File: src/logon_sync_pkg.sv
/*
  Shared constants for the terminal logon and synchronization control block:
  APB register offsets, field positions, reset values and timing figures.
  Assumes a 100 MHz pclk and a 32-bit APB bus with word-aligned registers.
*/
package logon_sync_pkg;
  localparam int unsigned CLK_MHZ = 100;

  localparam logic [11:0] OFS_CTRL    = 12'h000;
  localparam logic [11:0] OFS_CFG0    = 12'h004;
  localparam logic [11:0] OFS_CFG1    = 12'h008;
  localparam logic [11:0] OFS_THRESH  = 12'h00C;
  localparam logic [11:0] OFS_EVENT   = 12'h010;
  localparam logic [11:0] OFS_CORR    = 12'h014;
  localparam logic [11:0] OFS_SFS     = 12'h018;
  localparam logic [11:0] OFS_STATUS  = 12'h01C;
  localparam logic [11:0] OFS_TIMING  = 12'h020;

  // Control register bits
  localparam int unsigned CTRL_START    = 0;
  localparam int unsigned CTRL_SW_OK    = 1;
  localparam int unsigned CTRL_NEED_LTU = 2;
  localparam int unsigned CTRL_LTU_FLAG = 3;
  localparam int unsigned CTRL_DED_AVL  = 4;
  localparam int unsigned CTRL_RA_AVL   = 5;

  // Event register bits (write-one pulses)
  localparam int unsigned EV_ACCEPT   = 0;
  localparam int unsigned EV_REJECT   = 1;
  localparam int unsigned EV_CTRL_TX  = 2;
  localparam int unsigned EV_RESP     = 3;
  localparam int unsigned EV_RA_GRANT = 4;
  localparam int unsigned EV_SFS_ASGN = 5;
  localparam int unsigned EV_ADDR     = 6;

  localparam logic [7:0]  MAX_LOGON_RST   = 8'h04;
  localparam logic [7:0]  MAX_LOSS_RST    = 8'h03;
  localparam logic [7:0]  MAX_TRIES_RST   = 8'h10;
  localparam logic [15:0] RESP_TMO_RST    = 16'h03E8;
  localparam logic [15:0] HOLDOFF_RST     = 16'h0100;
  localparam logic [31:0] SILENCE_RST     = 32'h05F5_E100;

  // Timeout unit is 1 us
  localparam int unsigned TICK_US    = 1;
  localparam int unsigned TICK_CYCLES = TICK_US * CLK_MHZ;

  typedef enum logic [2:0] {
    ST_OFF, ST_LOGON_WAIT, ST_HOLDOFF, ST_SYNC_WAIT, ST_SYNCED
  } term_state_type;
endpackage

File: src/terminal_logon_sync_control.sv
/*
  Logon, TDMA synchronization and sync monitoring control for a return-link
  terminal, reached over APB. Assumes software decodes forward-link tables
  and writes the results as events and corrections.
*/
// The register addresses and register access over APB are this design's own decisions.
module terminal_logon_sync_control (
  input  wire logic        pclk,
  input  wire logic        presetn,
  input  wire logic        psel,
  input  wire logic        penable,
  input  wire logic        pwrite,
  input  wire logic [11:0] paddr,
  input  wire logic [31:0] pwdata,
  output logic      [31:0] prdata,
  output logic             pready,
  output logic             pslverr,
  output logic             logon_tx_pulse,
  output logic             logon_dedicated,
  output logic             logon_with_hwid,
  output logic             logon_ok,
  output logic             logon_fail,
  output logic             sync_ok,
  output logic             sync_fail,
  output logic             monitor_fail,
  output logic             silent_logoff,
  output logic      [15:0] active_sfs,
  output logic      [15:0] timing_corr
);
  logic        wr_en;
  logic        rd_en;
  logic [31:0] ctrl_q;
  logic [31:0] cfg0_q;
  logic [31:0] cfg1_q;
  logic [31:0] thresh_q;
  logic [31:0] corr_q;
  logic [31:0] sfs_q;
  logic [31:0] timing_q;
  logic [31:0] silence_lim_q;
  logic [6:0]  ev;
  logic [31:0] prdata_d;
  logic        err_d;
  logic [15:0] freq_err;
  logic [15:0] time_err;
  logic        corr_ok;
  logic        corr_bad;
  logic [7:0]  max_logon;
  logic [7:0]  max_loss;
  logic [7:0]  max_tries;
  logic [15:0] resp_tmo;
  logic [15:0] holdoff_max;
  logic [15:0] lfsr_q;
  logic [7:0]  tick_q;
  logic        tick;
  logic [15:0] wait_q;
  logic [7:0]  sent_q;
  logic [7:0]  loss_q;
  logic [7:0]  tries_q;
  logic        ra_pending_q;
  logic [31:0] silence_q;
  logon_sync_pkg::term_state_type state_q;

  assign wr_en   = psel && penable && pwrite;
  assign rd_en   = psel && penable && !pwrite;
  assign pready  = 1'b1;
  assign ev      = (wr_en && paddr == logon_sync_pkg::OFS_EVENT) ? pwdata[6:0] : 7'h00;

  assign max_logon   = cfg0_q[7:0];
  assign max_loss    = cfg0_q[15:8];
  assign max_tries   = cfg0_q[23:16];
  assign resp_tmo    = cfg1_q[15:0];
  assign holdoff_max = cfg1_q[31:16];
  assign freq_err    = corr_q[15:0];
  assign time_err    = corr_q[31:16];

  function automatic logic below(input logic [15:0] err, input logic [15:0] th);
    below = (th != 16'h0000) && (err < th);
  endfunction

  function automatic logic above(input logic [15:0] err, input logic [15:0] th);
    above = (th != 16'h0000) && (err > th);
  endfunction

  // Both thresholds zero means unconditional success
  assign corr_ok  = (thresh_q == 32'h0000_0000) ||
                    (below(freq_err, thresh_q[15:0]) && below(time_err, thresh_q[31:16]));
  assign corr_bad = above(freq_err, thresh_q[15:0]) || above(time_err, thresh_q[31:16]);

  // Register writes
  always_ff @(posedge pclk or negedge presetn) begin
    if (!presetn) begin
      ctrl_q        <= 32'h0000_0000;
      cfg0_q        <= {8'h00, logon_sync_pkg::MAX_TRIES_RST, logon_sync_pkg::MAX_LOSS_RST,
                        logon_sync_pkg::MAX_LOGON_RST};
      cfg1_q        <= {logon_sync_pkg::HOLDOFF_RST, logon_sync_pkg::RESP_TMO_RST};
      thresh_q      <= 32'h0000_0000;
      corr_q        <= 32'h0000_0000;
      timing_q      <= 32'h0000_0000;
      silence_lim_q <= logon_sync_pkg::SILENCE_RST;
    end else if (wr_en) begin
      if (paddr == logon_sync_pkg::OFS_CTRL) begin
        ctrl_q <= {26'h000_0000, pwdata[5:1], 1'b0};
      end else if (paddr == logon_sync_pkg::OFS_CFG0) begin
        cfg0_q <= pwdata;
      end else if (paddr == logon_sync_pkg::OFS_CFG1) begin
        cfg1_q <= pwdata;
      end else if (paddr == logon_sync_pkg::OFS_THRESH) begin
        thresh_q <= pwdata;
      end else if (paddr == logon_sync_pkg::OFS_CORR) begin
        corr_q <= pwdata;
      end else if (paddr == logon_sync_pkg::OFS_TIMING) begin
        timing_q <= pwdata;
      end else if (paddr == logon_sync_pkg::OFS_STATUS) begin
        silence_lim_q <= pwdata;
      end
    end
  end

  // Operating sequence: map table default, logon response may override
  always_ff @(posedge pclk or negedge presetn) begin
    if (!presetn) begin
      sfs_q      <= 32'h0000_0000;
      active_sfs <= 16'h0000;
    end else begin
      if (wr_en && paddr == logon_sync_pkg::OFS_SFS) begin
        sfs_q <= pwdata;
      end
      if (state_q == logon_sync_pkg::ST_OFF || state_q == logon_sync_pkg::ST_LOGON_WAIT) begin
        active_sfs <= sfs_q[15:0];
      end else if (ev[logon_sync_pkg::EV_SFS_ASGN]) begin
        active_sfs <= sfs_q[31:16];
      end
    end
  end

  // Timing correction, grid offset added only when CTRL_NEED_LTU is set
  always_ff @(posedge pclk or negedge presetn) begin
    if (!presetn) begin
      timing_corr <= 16'h0000;
    end else if (ev[logon_sync_pkg::EV_ACCEPT]) begin
      timing_corr <= ctrl_q[logon_sync_pkg::CTRL_NEED_LTU] ?
                     16'(timing_q[15:0] + timing_q[31:16]) : timing_q[15:0];
    end
  end

  // Read mux and slave error on unmapped address
  always_comb begin
    prdata_d = 32'h0000_0000;
    err_d    = 1'b0;
    if (paddr == logon_sync_pkg::OFS_CTRL) begin
      prdata_d = ctrl_q;
    end else if (paddr == logon_sync_pkg::OFS_CFG0) begin
      prdata_d = cfg0_q;
    end else if (paddr == logon_sync_pkg::OFS_CFG1) begin
      prdata_d = cfg1_q;
    end else if (paddr == logon_sync_pkg::OFS_THRESH) begin
      prdata_d = thresh_q;
    end else if (paddr == logon_sync_pkg::OFS_EVENT) begin
      prdata_d = 32'h0000_0000;
    end else if (paddr == logon_sync_pkg::OFS_CORR) begin
      prdata_d = corr_q;
    end else if (paddr == logon_sync_pkg::OFS_SFS) begin
      prdata_d = {active_sfs, sfs_q[15:0]};
    end else if (paddr == logon_sync_pkg::OFS_STATUS) begin
      prdata_d = {5'h00, 3'(state_q), sent_q, loss_q, tries_q};
    end else if (paddr == logon_sync_pkg::OFS_TIMING) begin
      prdata_d = {16'h0000, timing_corr};
    end else begin
      err_d = 1'b1;
    end
  end

  assign prdata  = rd_en ? prdata_d : 32'h0000_0000;
  assign pslverr = psel && penable && err_d;

  // Timebase and hold-off randomiser
  always_ff @(posedge pclk or negedge presetn) begin
    if (!presetn) begin
      tick_q <= 8'h00;
      lfsr_q <= 16'hACE1;
    end else begin
      tick_q <= tick ? 8'h00 : 8'(tick_q + 8'h01);
      lfsr_q <= {lfsr_q[14:0], lfsr_q[15] ^ lfsr_q[13] ^ lfsr_q[12] ^ lfsr_q[10]};
    end
  end
  assign tick = (tick_q == 8'(logon_sync_pkg::TICK_CYCLES - 1));

  // Main procedure state machine
  always_ff @(posedge pclk or negedge presetn) begin
    if (!presetn) begin
      state_q         <= logon_sync_pkg::ST_OFF;
      wait_q          <= 16'h0000;
      sent_q          <= 8'h00;
      loss_q          <= 8'h00;
      tries_q         <= 8'h00;
      ra_pending_q    <= 1'b0;
      logon_tx_pulse  <= 1'b0;
      logon_dedicated <= 1'b0;
      logon_with_hwid <= 1'b0;
      logon_ok        <= 1'b0;
      logon_fail      <= 1'b0;
      sync_ok         <= 1'b0;
      sync_fail       <= 1'b0;
      monitor_fail    <= 1'b0;
    end else begin
      logon_tx_pulse <= 1'b0;
      logon_ok       <= 1'b0;
      logon_fail     <= 1'b0;
      sync_ok        <= 1'b0;
      sync_fail      <= 1'b0;
      monitor_fail   <= 1'b0;
      case (state_q)
        logon_sync_pkg::ST_OFF: begin
          if (wr_en && paddr == logon_sync_pkg::OFS_CTRL && pwdata[logon_sync_pkg::CTRL_START] &&
              pwdata[logon_sync_pkg::CTRL_SW_OK] &&
              !(pwdata[logon_sync_pkg::CTRL_NEED_LTU] && pwdata[logon_sync_pkg::CTRL_LTU_FLAG])) begin
            sent_q       <= 8'h00;
            wait_q       <= 16'h0000;
            ra_pending_q <= !pwdata[logon_sync_pkg::CTRL_DED_AVL];
            state_q      <= logon_sync_pkg::ST_LOGON_WAIT;
            if (pwdata[logon_sync_pkg::CTRL_DED_AVL]) begin
              logon_tx_pulse  <= 1'b1;
              logon_dedicated <= 1'b1;
              logon_with_hwid <= 1'b0;
              sent_q          <= 8'h01;
              wait_q          <= resp_tmo;
            end
          end
        end
        logon_sync_pkg::ST_LOGON_WAIT: begin
          if (ev[logon_sync_pkg::EV_REJECT]) begin
            logon_fail <= 1'b1;
            wait_q     <= 16'((holdoff_max & lfsr_q) + 16'h0001);
            state_q    <= logon_sync_pkg::ST_HOLDOFF;
          end else if (ev[logon_sync_pkg::EV_ACCEPT]) begin
            logon_ok <= 1'b1;
            loss_q   <= 8'h00;
            tries_q  <= 8'h00;
            state_q  <= logon_sync_pkg::ST_SYNC_WAIT;
          end else if (ra_pending_q) begin
            if (ctrl_q[logon_sync_pkg::CTRL_DED_AVL] ||
                (ev[logon_sync_pkg::EV_RA_GRANT] && ctrl_q[logon_sync_pkg::CTRL_RA_AVL])) begin
              logon_tx_pulse  <= 1'b1;
              logon_dedicated <= ctrl_q[logon_sync_pkg::CTRL_DED_AVL];
              logon_with_hwid <= !ctrl_q[logon_sync_pkg::CTRL_DED_AVL];
              sent_q          <= 8'(sent_q + 8'h01);
              wait_q          <= resp_tmo;
              ra_pending_q    <= 1'b0;
            end
          end else if (tick) begin
            if (wait_q > 16'h0001) begin
              wait_q <= 16'(wait_q - 16'h0001);
            end else if (sent_q >= max_logon) begin
              logon_fail <= 1'b1;
              wait_q     <= 16'((holdoff_max & lfsr_q) + 16'h0001);
              state_q    <= logon_sync_pkg::ST_HOLDOFF;
            end else begin
              ra_pending_q <= 1'b1;
            end
          end
        end
        logon_sync_pkg::ST_HOLDOFF: begin
          // Leave only on a tick, so the hold-off is at least one tick unless the loaded count wraps to zero
          if (tick) begin
            if (wait_q == 16'h0000) begin
              state_q <= logon_sync_pkg::ST_OFF;
            end else begin
              wait_q <= 16'(wait_q - 16'h0001);
            end
          end
        end
        logon_sync_pkg::ST_SYNC_WAIT: begin
          if (ev[logon_sync_pkg::EV_RESP] && corr_ok) begin
            sync_ok <= 1'b1;
            loss_q  <= 8'h00;
            state_q <= logon_sync_pkg::ST_SYNCED;
          end else if (ev[logon_sync_pkg::EV_RESP]) begin
            loss_q <= 8'h00;
          end else if (ev[logon_sync_pkg::EV_CTRL_TX]) begin
            tries_q <= 8'(tries_q + 8'h01);
            loss_q  <= 8'(loss_q + 8'h01);
            if (loss_q >= max_loss || tries_q >= max_tries) begin
              sync_fail <= 1'b1;
              state_q   <= logon_sync_pkg::ST_OFF;
            end
          end
        end
        logon_sync_pkg::ST_SYNCED: begin
          if (silent_logoff) begin
            state_q <= logon_sync_pkg::ST_OFF;
          end else if (ev[logon_sync_pkg::EV_RESP] && corr_bad) begin
            monitor_fail <= 1'b1;
            state_q      <= logon_sync_pkg::ST_OFF;
          end else if (ev[logon_sync_pkg::EV_RESP]) begin
            loss_q <= 8'h00;
          end else if (ev[logon_sync_pkg::EV_CTRL_TX]) begin
            loss_q <= 8'(loss_q + 8'h01);
            if (loss_q >= max_loss) begin
              monitor_fail <= 1'b1;
              state_q      <= logon_sync_pkg::ST_OFF;
            end
          end
        end
        default: begin
          state_q <= logon_sync_pkg::ST_OFF;
        end
      endcase
    end
  end

  // Link supervision: count cycles without addressed traffic
  always_ff @(posedge pclk or negedge presetn) begin
    if (!presetn) begin
      silence_q <= 32'h0000_0000;
    end else if (state_q != logon_sync_pkg::ST_SYNCED || ev[logon_sync_pkg::EV_ADDR] ||
                 ev[logon_sync_pkg::EV_RESP]) begin
      silence_q <= 32'h0000_0000;
    end else if (!silent_logoff) begin
      silence_q <= 32'(silence_q + 32'h0000_0001);
    end
  end
  assign silent_logoff = (state_q == logon_sync_pkg::ST_SYNCED) && (silence_q >= silence_lim_q);
endmodule

File: config.mk
export PLATFORM = sky130hd
export DESIGN_NAME = terminal_logon_sync_control
export DESIGN_NICKNAME = d
export VERILOG_FILES = /design/src/logon_sync_pkg.sv /design/src/terminal_logon_sync_control.sv
export SDC_FILE = /design/constraint.sdc
export NUM_CORES = 1
export LEC_CHECK = 0
export BUFFER_PORTS_ARGS = -buffer_cell sky130_fd_sc_hd__buf_2
export CAP_MARGIN = 40
export CORE_ASPECT_RATIO = 1.5
export CORE_MARGIN = 2
export CORE_UTILIZATION = 33
export CTS_CLUSTER_SIZE = 30
export DETAILED_ROUTE_END_ITERATION = 10
export GPL_ROUTABILITY_DRIVEN = 0
export GPL_TIMING_DRIVEN = 1
export SLEW_MARGIN = 20
export SYNTH_ARGS = -nofsm -noshare
export SYNTH_HDL_FRONTEND = slang
export SYNTH_SLANG_ARGS = --single-unit
File: constraint.sdc
create_clock -name pclk -period 2.8 [get_ports pclk]
set_input_delay 0.14 -clock pclk [delete_from_list [all_inputs] [get_ports pclk]]
set_output_delay 0.14 -clock pclk [all_outputs]
set_load 0.1 [all_outputs]
# After elaboration in Yosys (flattened, before gate mapping)
# Index checks and enable logic that the tools add are counted.
[classes]
add_sub_neg = 8
multipliers = 0
n_div = 0
n_lt_le_gt_ge = 9
eq_ne = 44
shifts = 0
mux = 129
bitwise = 10
reduce_logical = 56
[ops]
columns = ["cell", "count"]
rows = [
  ["2-to-1 mux 32 bit", 10],
  ["2-to-1 mux 16 bit", 15],
  ["2-to-1 mux 8 bit", 16],
  ["2-to-1 mux 1 bit", 59],
  ["2-to-1 mux 3 bit", 18],
  ["equality test 12 x 5 -> 1 bit (second input constant)", 4],
  ["case mux 16 bit (3 select lines)", 1],
  ["adder 32 x 1 -> 32 bit (second input constant)", 1],
  ["adder 8 x 1 -> 8 bit (second input constant)", 4],
  ["greater-or-equal comparator 32 bit", 1],
  ["greater-than comparator 16 bit", 2],
  ["zero test 32 bit", 1],
  ["< comparator 16 bit", 2],
  ["case mux 8 bit (2 select lines)", 2],
  ["nonzero test 16 bit", 2],
  ["inequality test 4 bit (second input constant)", 7],
  ["2-to-1 mux 27 bit", 1],
  ["inequality test 2 bit (second input constant)", 13],
  ["equality test 12 x 4 -> 1 bit (second input constant)", 2],
  ["greater-or-equal comparator 8 bit", 3],
  ["case mux 8 bit (3 select lines)", 1],
  ["logical AND 1 bit", 20],
  ["AND reduction 6 bit", 3],
  ["adder 16 x 1 -> 16 bit (second input constant)", 1],
  ["other kinds (33)", 67],
]
[totals]
register_bits = 369
latchBits = 0
ram_bits = 0
rom_bits = 0
inputBits = 49
out_inout_bits = 75
mem_count = 0

# Logic depth before layout (Yosys ltp)
# Gate-level depths: netlist of the first run.
[logic_depth]
ltp_word = 11
ltp_mapped = 13
mapped_depth_nobuf = 12

# Worst setup path before layout of the first run
# Ideal clock, no wire load.
[synth_timing]
kind = "in2out"
start = "input paddr[9]"
end = "output prdata[19]"
t_arrival_ns = 3.866
slack_ns = -1.206
cell_stages = 8
path_cell_list = "or4_1 > or4_1 > clkbuf_1 > nor2_1 > clkbuf_1 > buf_2 > a221oi_1 > a21oi_1"
[synth_via]
elab_chain_len = 10
elab_cells_between_ends = 17
cone_classes = "7 x eq/ne; 9 x mux; 1 x reduce/logical"
[synth_rtl]
columns = ["item", "line_no", "rtl"]
rows = [
  ["from (decl)", "terminal_logon_sync_control.sv:13", "input wire logic [11:0] paddr,"],
  ["equality test 12 x 5 -> 1 bit", "terminal_logon_sync_control.sv:164", "end else if (paddr == logon_sync_pkg::OFS_STATUS) begin"],
  ["2-to-1 mux 27 bit", "terminal_logon_sync_control.sv:164", ""],
  ["2-to-1 mux 32 bit", "terminal_logon_sync_control.sv:162", "end else if (paddr == logon_sync_pkg::OFS_SFS) begin"],
  ["2-to-1 mux 32 bit", "terminal_logon_sync_control.sv:160", "end else if (paddr == logon_sync_pkg::OFS_CORR) begin"],
  ["2-to-1 mux 32 bit", "terminal_logon_sync_control.sv:158", "end else if (paddr == logon_sync_pkg::OFS_EVENT) begin"],
  ["2-to-1 mux 32 bit", "terminal_logon_sync_control.sv:156", "end else if (paddr == logon_sync_pkg::OFS_THRESH) begin"],
  ["2-to-1 mux 32 bit", "terminal_logon_sync_control.sv:154", "end else if (paddr == logon_sync_pkg::OFS_CFG1) begin"],
  ["2-to-1 mux 32 bit", "terminal_logon_sync_control.sv:152", "end else if (paddr == logon_sync_pkg::OFS_CFG0) begin"],
  ["2-to-1 mux 32 bit (*)", "terminal_logon_sync_control.sv:150", "if (paddr == logon_sync_pkg::OFS_CTRL) begin"],
  ["2-to-1 mux 32 bit (*)", "terminal_logon_sync_control.sv:173", "assign prdata = rd_en ? prdata_d : 32'h0000_0000;"],
  ["to (decl)", "terminal_logon_sync_control.sv:15", "output logic [31:0] prdata,"],
]
# Every way passes the cells marked *; elsewhere a longest branch is shown, timed or not.

# Worst setup path in the final report of the first run
[layout_timing]
start = "register wait_q[11]"
end = "register wait_q[2]"
[layout_via]
elab_chain_len = 7
elab_cells_between_ends = 11
cone_classes = "1 x order compare; 2 x eq/ne; 6 x mux; 2 x reduce/logical"
[layout_rtl]
columns = ["item", "line_no", "rtl"]
rows = [
  ["from (decl)", "terminal_logon_sync_control.sv:55", "logic [15:0] wait_q;"],
  ["from (signal assigned)", "terminal_logon_sync_control.sv:226", "wait_q <= resp_tmo;"],
  ["from (signal assigned)", "terminal_logon_sync_control.sv:233", "wait_q <= 16'((holdoff_max & lfsr_q) + 16'h0001);"],
  ["from (signal assigned)", "terminal_logon_sync_control.sv:247", "wait_q <= resp_tmo;"],
  ["greater-than comparator 16 x 1 -> 1 bit", "terminal_logon_sync_control.sv:251", "if (wait_q > 16'h0001) begin"],
  ["2-to-1 mux 16 bit", "terminal_logon_sync_control.sv:251", ""],
  ["2-to-1 mux 16 bit", "terminal_logon_sync_control.sv:250", "end else if (tick) begin"],
  ["2-to-1 mux 16 bit", "terminal_logon_sync_control.sv:240", "end else if (ra_pending_q) begin"],
  ["2-to-1 mux 16 bit", "terminal_logon_sync_control.sv:235", "end else if (ev[logon_sync_pkg::EV_ACCEPT]) begin"],
  ["2-to-1 mux 16 bit", "terminal_logon_sync_control.sv:231", "if (ev[logon_sync_pkg::EV_REJECT]) begin"],
  ["case mux 16 bit (3 select lines)", "terminal_logon_sync_control.sv:212", "case (state_q)"],
]
# Several ways; a longest one is shown, not always the timed one. The select of a mux whose other input is x is not followed.
# A chain may end at the register's enable or synchronous reset.

==> results of run 1 <==
==> placed cells by master (no fill, tap or decap), types with 15 or more instances in the layout <==
| cell | netlist | final |
|---|---|---|
| buf_12 | 0 | 61 |
| a21oi_2 | 0 | 25 |
| a21o_1 | 31 | 31 |
| a22oi_1 | 25 | 21 |
| nand4_1 | 30 | 30 |
| nor2_1 | 117 | 105 |
| nand2_1 | 214 | 213 |
| buf_6 | 1 | 15 |
| mux2i_1 | 31 | 31 |
| clkbuf_16 | 0 | 42 |
| nand3_1 | 38 | 37 |
| ha_1 | 111 | 107 |
| dlygate4sd3_1 | 0 | 29 |
| o21ai_1 | 1 | 19 |
| a21oi_4 | 1 | 26 |
| inv_1 | 111 | 109 |
| nor4_1 | 20 | 16 |
| o211ai_1 | 20 | 20 |
| a22o_1 | 16 | 16 |
| xor2_1 | 35 | 35 |
| o21ai_0 | 175 | 153 |
| mux2_2 | 146 | 146 |
| buf_4 | 1 | 201 |
| a221oi_1 | 31 | 25 |
| dfstp_2 | 31 | 31 |
| o221ai_1 | 36 | 23 |
| or3_1 | 21 | 16 |
| dfrtp_1 | 338 | 338 |
| buf_2 | 18 | 89 |
| nor3_1 | 23 | 18 |
| a21oi_1 | 118 | 68 |
| xnor2_1 | 36 | 35 |
==> registers in the layout (all words and copies together) (netlist names), 16 cells and up <==
register	cells
active_sfs	16
timing_corr	16
sfs_q	32
cfg1_q	32
lfsr_q	16
corr_q	32
silence_q	32
thresh_q	32
timing_q	32
silence_lim_q	32
cfg0_q	32
wait_q	16
==> cell usage after synthesis, types with 30 or more instances <==
master,n
a21oi_1,118
nand3_1,38
mux2_2,146
a221oi_1,31
nand2_1,214
ha_1,111
xnor2_1,36
xor2_1,35
o21ai_0,175
inv_1,111
nor2_1,117
mux2i_1,31
dfstp_2,31
a21o_1,31
dfrtp_1,338
o221ai_1,36
nand4_1,30
clkbuf_1,77
==> kinds of logic after synthesis <==
| group | count (synthesis) | share of synthesized area (%) |
|---|---|---|
| muxes | 178 | 9.740 |
| AOI/OAI and AO/OA | 550 | 17.53 |
| DFF | 369 | 45.95 |
| adders and majority gates | 112 | 6.981 |
| buffers and inverters | 213 | 4.129 |
| and+or+nand+nor | 538 | 12.58 |
| other | 1 | 0.01858 |
| xor gates and xnor gates | 71 | 3.081 |
==> stage by stage <==
step | cell area, um^2 | std cells | hold WS, ns | setup slack [ns] | setup TNS (ns)
floorplan | 20630 | 2032 | -0.1556 | -0.04784 | -0.1260
global placement | 24320 | 3064 | 0.2014 | -0.2996 | -3.821
detailed placement | 24320 | 3064 | 0.2017 | -0.4289 | -5.651
CTS | 26290 | 3175 | 0.009375 | -0.1841 | -1.489
global route | 27020 | 3197 | 0.01848 | -0.2748 | -6.791
finish | 27020 | 3197 | 0.01397 | -0.1900 | -2.323
==> final timing paths <==
path / startpoint / to / slack [ns] / depth (start not counted)
max reg2reg: wait_q[11]$_DFFE_PN0P_ / wait_q[2]$_DFFE_PN0P_ / -0.19 / 10
max: wait_q[11]$_DFFE_PN0P_ / wait_q[2]$_DFFE_PN0P_ / -0.19 / 10
max in group asynchronous: presetn / lfsr_q[7]$_DFF_PN1_ / 1.66 / 3
min: pwdata[5] / cfg0_q[5]$_DFFE_PN0P_ / 0.01 / 3
min reg2reg: lfsr_q[6]$_DFF_PN1_ / lfsr_q[7]$_DFF_PN1_ / 0.37 / 0
min in group asynchronous: presetn / sfs_q[2]$_DFFE_PN0P_ / 0.21 / 2
==> layout make-up <==
cell class / count / area [um^2]
sequential: 369 / 9273
timing repair buffer: 406 / 3877
clock inverter: 16 / 261.5
fill: 5671 / 33810
inverter: 111 / 416.7
multi-input combinational: 1450 / 11110
tap: 791 / 989.7
clock buffer: 54 / 1101
==> worst register-to-register path, delay by kind of cell (launching register included) <==
| family | cells | cell delay, ns |
|---|---|---|
| simple gates | 4 | 1.59 |
| compound gates | 3 | 0.45 |
| buf+inv | 3 | 0.47 |
| flops | 1 | 0.37 |
==> timing repair <==
| item | in CTS | in global routing |
|---|---|---|
| cloned | 1 | 5 |
| buffers inserted | 11 | 19 |
| pin swaps | 27 | 56 |
| hold buffers | 29 | 0 |
| endpoints found under the hold margin | 153 | 0 |
| resized for setup | 47 | 116 |
| setup endpoints to repair | 69 | 78 |
==> power groups by stage <==
stage                     combinational (W)  clock, W  sequential [W]
after CTS                          0.000420   0.00571         0.00534
after global placement             0.000381         0         0.00544
after global routing               0.000451   0.00591         0.00534
final                              0.000418   0.00562         0.00534
after detailed placement           0.000385         0         0.00544
after floorplan                   0.0000727         0         0.00544
==> per-layer routing <==
layer  track usage (%)  routed length (um)  vias up  part of all wire [%]
met1             24.29               25630     8955                    35
met3             2.596                3043      243                   4.2
met5                 0                   0        -                     0
li1                  -                   -     8047                     -
met2             41.34               38140      595                    52
met4             16.94                6346        0                   8.7
==> impl_metrics.ini, run 1 <==
[timing]
max_freq_ghz = 0.3344
rsz0062_at_grt = true
layout_setup_ws_ns = -0.1900
maxSlewViolCount = 0
hold_viol = 0
slew-limit-headroom_pct = 50.89
post-route-min-period_ns = 2.990
setup_viol = 27
fin_crit_sh_pct = 106.8
fin_skew_ns = 0.02253
tightest_slew_ns = 0.7366

[pwr]
swShare_pct = 22.90
power_w = 0.01138
vdd_drop_max_v = 0.0003610
pwr-share-comb_pct = 3.7
power.density_nw_per_um2 = 421.0
seqPwrFrac_pct = 47.0
pwr-share-clk_pct = 49.4
intPower_w = 0.008773
power.switching_w = 0.002606
p_leak_nw = 12.53

[logic_synthesis]
synth_nets = 2193
yosys_warnings = 0
synth-edff-count = 0
synth.avg_cell_area_um2 = 9.932
synth_top_area_share_pct = 41.91
synth_seq_area_share_pct = 45.95
synthCells = 2032
synth-seq-cells = 369
async_flop_share_pct = 100.0
ys.flop_type = dfrtp_1
ys_types = 72
yosysTopAreaCell = dfrtp_1
synth_area_um2 = 20180
synthTopCellsByArea = dfrtp_1 42%, mux2_2 8.1%, ha_1 6.9%, o21ai_0 4.3%, dfstp_2 4.0%

[floorplan]
die_x_um = 205.9
die_height_um = 306.9
ioPinCount = 124
fp-row-count = 111
start_util_pct = 33.18
die_area_um2 = 63190
core_region_area_um2 = 60830

[placement]
hpwl_mm = 54.14
io_buffers = 122

[detailed_routing]
wl_per_cell_um = 22.88
ant_nets = 0
drt-initial-drc-count = 1191
wl_mm = 73.16
remaining_drc_errors = 0
viasPerCell = 5.580
drtPass1Iterations = 6
vias = 17840

[setup_path]
max_stage_delay_ns = 0.53
worstPathRequired_ns = 3.24
cp-start-kind = register
endpoint_kind = register
cp_max_fo = 6
critPathSlowestCell = or4_4
cp_cell_sequence = or4_4 -> or4_4 -> or4_4 -> buf_4 -> nor3_2 -> a21o_1 -> a21oi_2 -> buf_12 -> buf_2 -> a22o_1
arrival_ns = 3.43
path_common_cell = or4_4
critPathBufInv = 3
critical_path_class = register to register
crit_family = simple AND/OR/NAND/NOR gates

[run]
cap_viol_max_count = 0

[finish]
antenna_cells = 0
fin_nets = 2537
drive_gt1_share_pct = 32.75
fin_util_pct = 44.43
syn_to_final_growth_pct = 33.91

[outcome]
outcome = finished with violations
failed_checks = negative setup slack

[clock_tree]
clk_path_buf_depth = 3
cts_tree = done
clock-root-buffer = clkbuf_16
cts_sinks = 369
clock_latency_ns = 0.56
cts_made_buffers = 38
clk_pin_slew_ns = 0.06
ctsHtreeMaxLevel = 2

[min_path]
hold_path.class = primary input to register

[grt]
antenna_found_initial = 0
grt_max_degree = 78
grt_usage_pct = 22.91
grt_remaining_overflow = 0
grt_pass1_wl_mm = 109.6
grt_pass1_vias = 18440
Note: power is estimated with default switching activity, not from simulation.
==> run 2, diff against run 1 <==
- CORE_MARGIN: 2 -> 4
==> impl_metrics.ini, run 2 (synthesis results as in run 1) <==
[outcome]
outcome = finished with violations
failed_checks = negative setup slack

[floorplan]
die_x_um = 209.9
die_area_um2 = 65260
die_height_um = 310.9
fp-row-count = 110
start_util_pct = 33.48
ioPinCount = 124
core_region_area_um2 = 60280

[timing]
layout_setup_ws_ns = -0.1995
fin_crit_sh_pct = 107.1
rsz0062_at_grt = true
fin_skew_ns = 0.008813
hold-worst-slack_ns = 0.02287
maxSlewViolCount = 0
post-route-min-period_ns = 2.999
tightest_slew_ns = 0.6622
hold_viol = 0
setup_viol = 49
max_freq_ghz = 0.3334
slew-limit-headroom_pct = 55.85

[pwr]
power_w = 0.01086
pwr-share-clk_pct = 46.9
intPower_w = 0.008350
p_leak_nw = 12.55
power.switching_w = 0.002506
seqPwrFrac_pct = 49.2
power.density_nw_per_um2 = 399.3
vdd_drop_max_v = 0.0003383
swShare_pct = 23.09
pwr-share-comb_pct = 3.9

[grt]
grt_max_degree = 77
grt_remaining_overflow = 0
antenna_found_initial = 2
grt_pass1_wl_mm = 109.4
grt_pass1_vias = 18310
grt_usage_pct = 21.46

[finish]
fin_nets = 2536
fin_util_pct = 45.10
final_common_cell = dfrtp_1
fillers = 5609
mostFrequentLayoutCells = 338 x dfrtp_1, 212 x nand2_1, 201 x buf_4, 153 x o21ai_0, 146 x mux2_2
fin_cells = 3190
drive_gt1_share_pct = 33.94
stdcell_area_um2 = 27190
syn_to_final_growth_pct = 34.71

[clock_tree]
clk_pin_slew_ns = 0.06
cts_tree = done
cts_made_buffers = 38
clock-root-buffer = clkbuf_16
cts_sinks = 369
ctsHtreeMaxLevel = 2
clk_path_buf_depth = 3
clock_latency_ns = 0.55

[setup_path]
endpoint_kind = register
worstPathRequired_ns = 3.21
cp_max_fo = 4
cp_cell_sequence = or4_4 -> or4_4 -> or4_4 -> nor2_8 -> buf_4 -> nand2_1 -> o211ai_1 -> buf_4 -> buf_4 -> o211ai_1
critPathSlowestCell = or4_4
critical_path_class = register to register
cp-start-kind = register
max_stage_delay_ns = 0.54
arrival_ns = 3.41

[detailed_routing]
drt-initial-drc-count = 1081
wl_mm = 73.94
remaining_drc_errors = 0
drtPass1Iterations = 6
viasPerCell = 5.596
wl_per_cell_um = 23.18
vias = 17850
ant_nets = 0

[min_path]
hold_path.class = primary input to register

[run]
cap_viol_max_count = 0

[placement]
dpl_cell_area_um2 = 24230
place_inst = 3052
hpwl_mm = 54.22
io_buffers = 122
-- run 2: changes by cell type in the layout (fill, tap and decap cells not counted), moves of 5 or more --
cell,delta
clkbuf_1,+9
a22oi_1,-13
nor2_1,-5
a21oi_1,-6
a22oi_2,+13
dlygate4sd3_1,-6
buf_12,+5
bufinv_16,-6
o2111ai_1,+5
o2111ai_2,-5
o221ai_1,-6
-- run 2: metrics by stage --
stage	setup WS [ns]	setup TNS, ns
2_1_floorplan	-0.04784	-0.1260
3_3_place_gp	-0.3933	-6.057
3_5_place_dp	-0.4465	-8.577
4_1_cts	-0.1871	-1.846
5_1_grt	-0.3044	-7.831
6_report	-0.1995	-3.848
-- run 2: layout make-up --
class / instances / area [um^2] / area share, %
multi-input combinational: 1450 / 11350 / 41.75
sequential: 369 / 9273 / 34.11
timing repair buffer: 405 / 3944 / 14.51
clock buffer: 65 / 1196 / 4.400
tap: 784 / 980.9 / 3.608
inverter: 111 / 416.7 / 1.533
clock inverter: 4 / 22.52 / 0.08284
antenna: 2 / 5.005 / 0.01841
-- run 2: path summary, 6_finish.rpt --
kind,from,to,slack [ns],depth (start not counted)
setup / recovery,wait_q[11]$_DFFE_PN0P_,state_q[0]$_DFFE_PN0P_,-0.20,10
hold / removal,pwdata[19],cfg0_q[19]$_DFFE_PN0P_,0.02,3
setup reg to reg,wait_q[11]$_DFFE_PN0P_,state_q[0]$_DFFE_PN0P_,-0.20,10
hold reg to reg,lfsr_q[5]$_DFF_PN1_,lfsr_q[6]$_DFF_PN1_,0.38,0
max in group asynchronous,presetn,lfsr_q[15]$_DFF_PN1_,1.73,3
min in group asynchronous,presetn,ctrl_q[1]$_DFFE_PN0P_,0.14,2
-- run 2: power by group through the flow --
| stage | clock network [W] | logic (W) | registers [W] |
|---|---|---|---|
| floorplan | 0 | 0.0000727 | 0.00544 |
| global placement | 0 | 0.000382 | 0.00544 |
| detailed placement | 0 | 0.000386 | 0.00544 |
| CTS | 0.00516 | 0.000415 | 0.00534 |
| global route | 0.00538 | 0.000450 | 0.00534 |
| finish | 0.00509 | 0.000419 | 0.00534 |
-- run 2: metal layers --
layer / routed length (um) / GRT usage, % / up-vias
li1: - / - / 8063
met1: 25540 / 23.07 / 8831
met2: 38420 / 38.87 / 699
met3: 3598 / 2.642 / 257
met4: 6373 / 14.65 / 2
met5: 13 / 0 / -
-- run 2: critical path, delay by kind of cell (launching register included) --
kind,cells,cell delay [ns]
buf+inv,3,0.39
flops,1,0.37
compound gates,2,0.38
simple gates,5,1.72
-- run 2: repair_timing --
item | in CTS | in global routing
hold buffers | 23 | 0
endpoints found under the hold margin | 115 | 0
resized for setup | 66 | 155
cloned | 2 | 6
pin swaps | 44 | 98
endpoints found under the setup margin | 71 | 91
setup buffers | 10 | 28
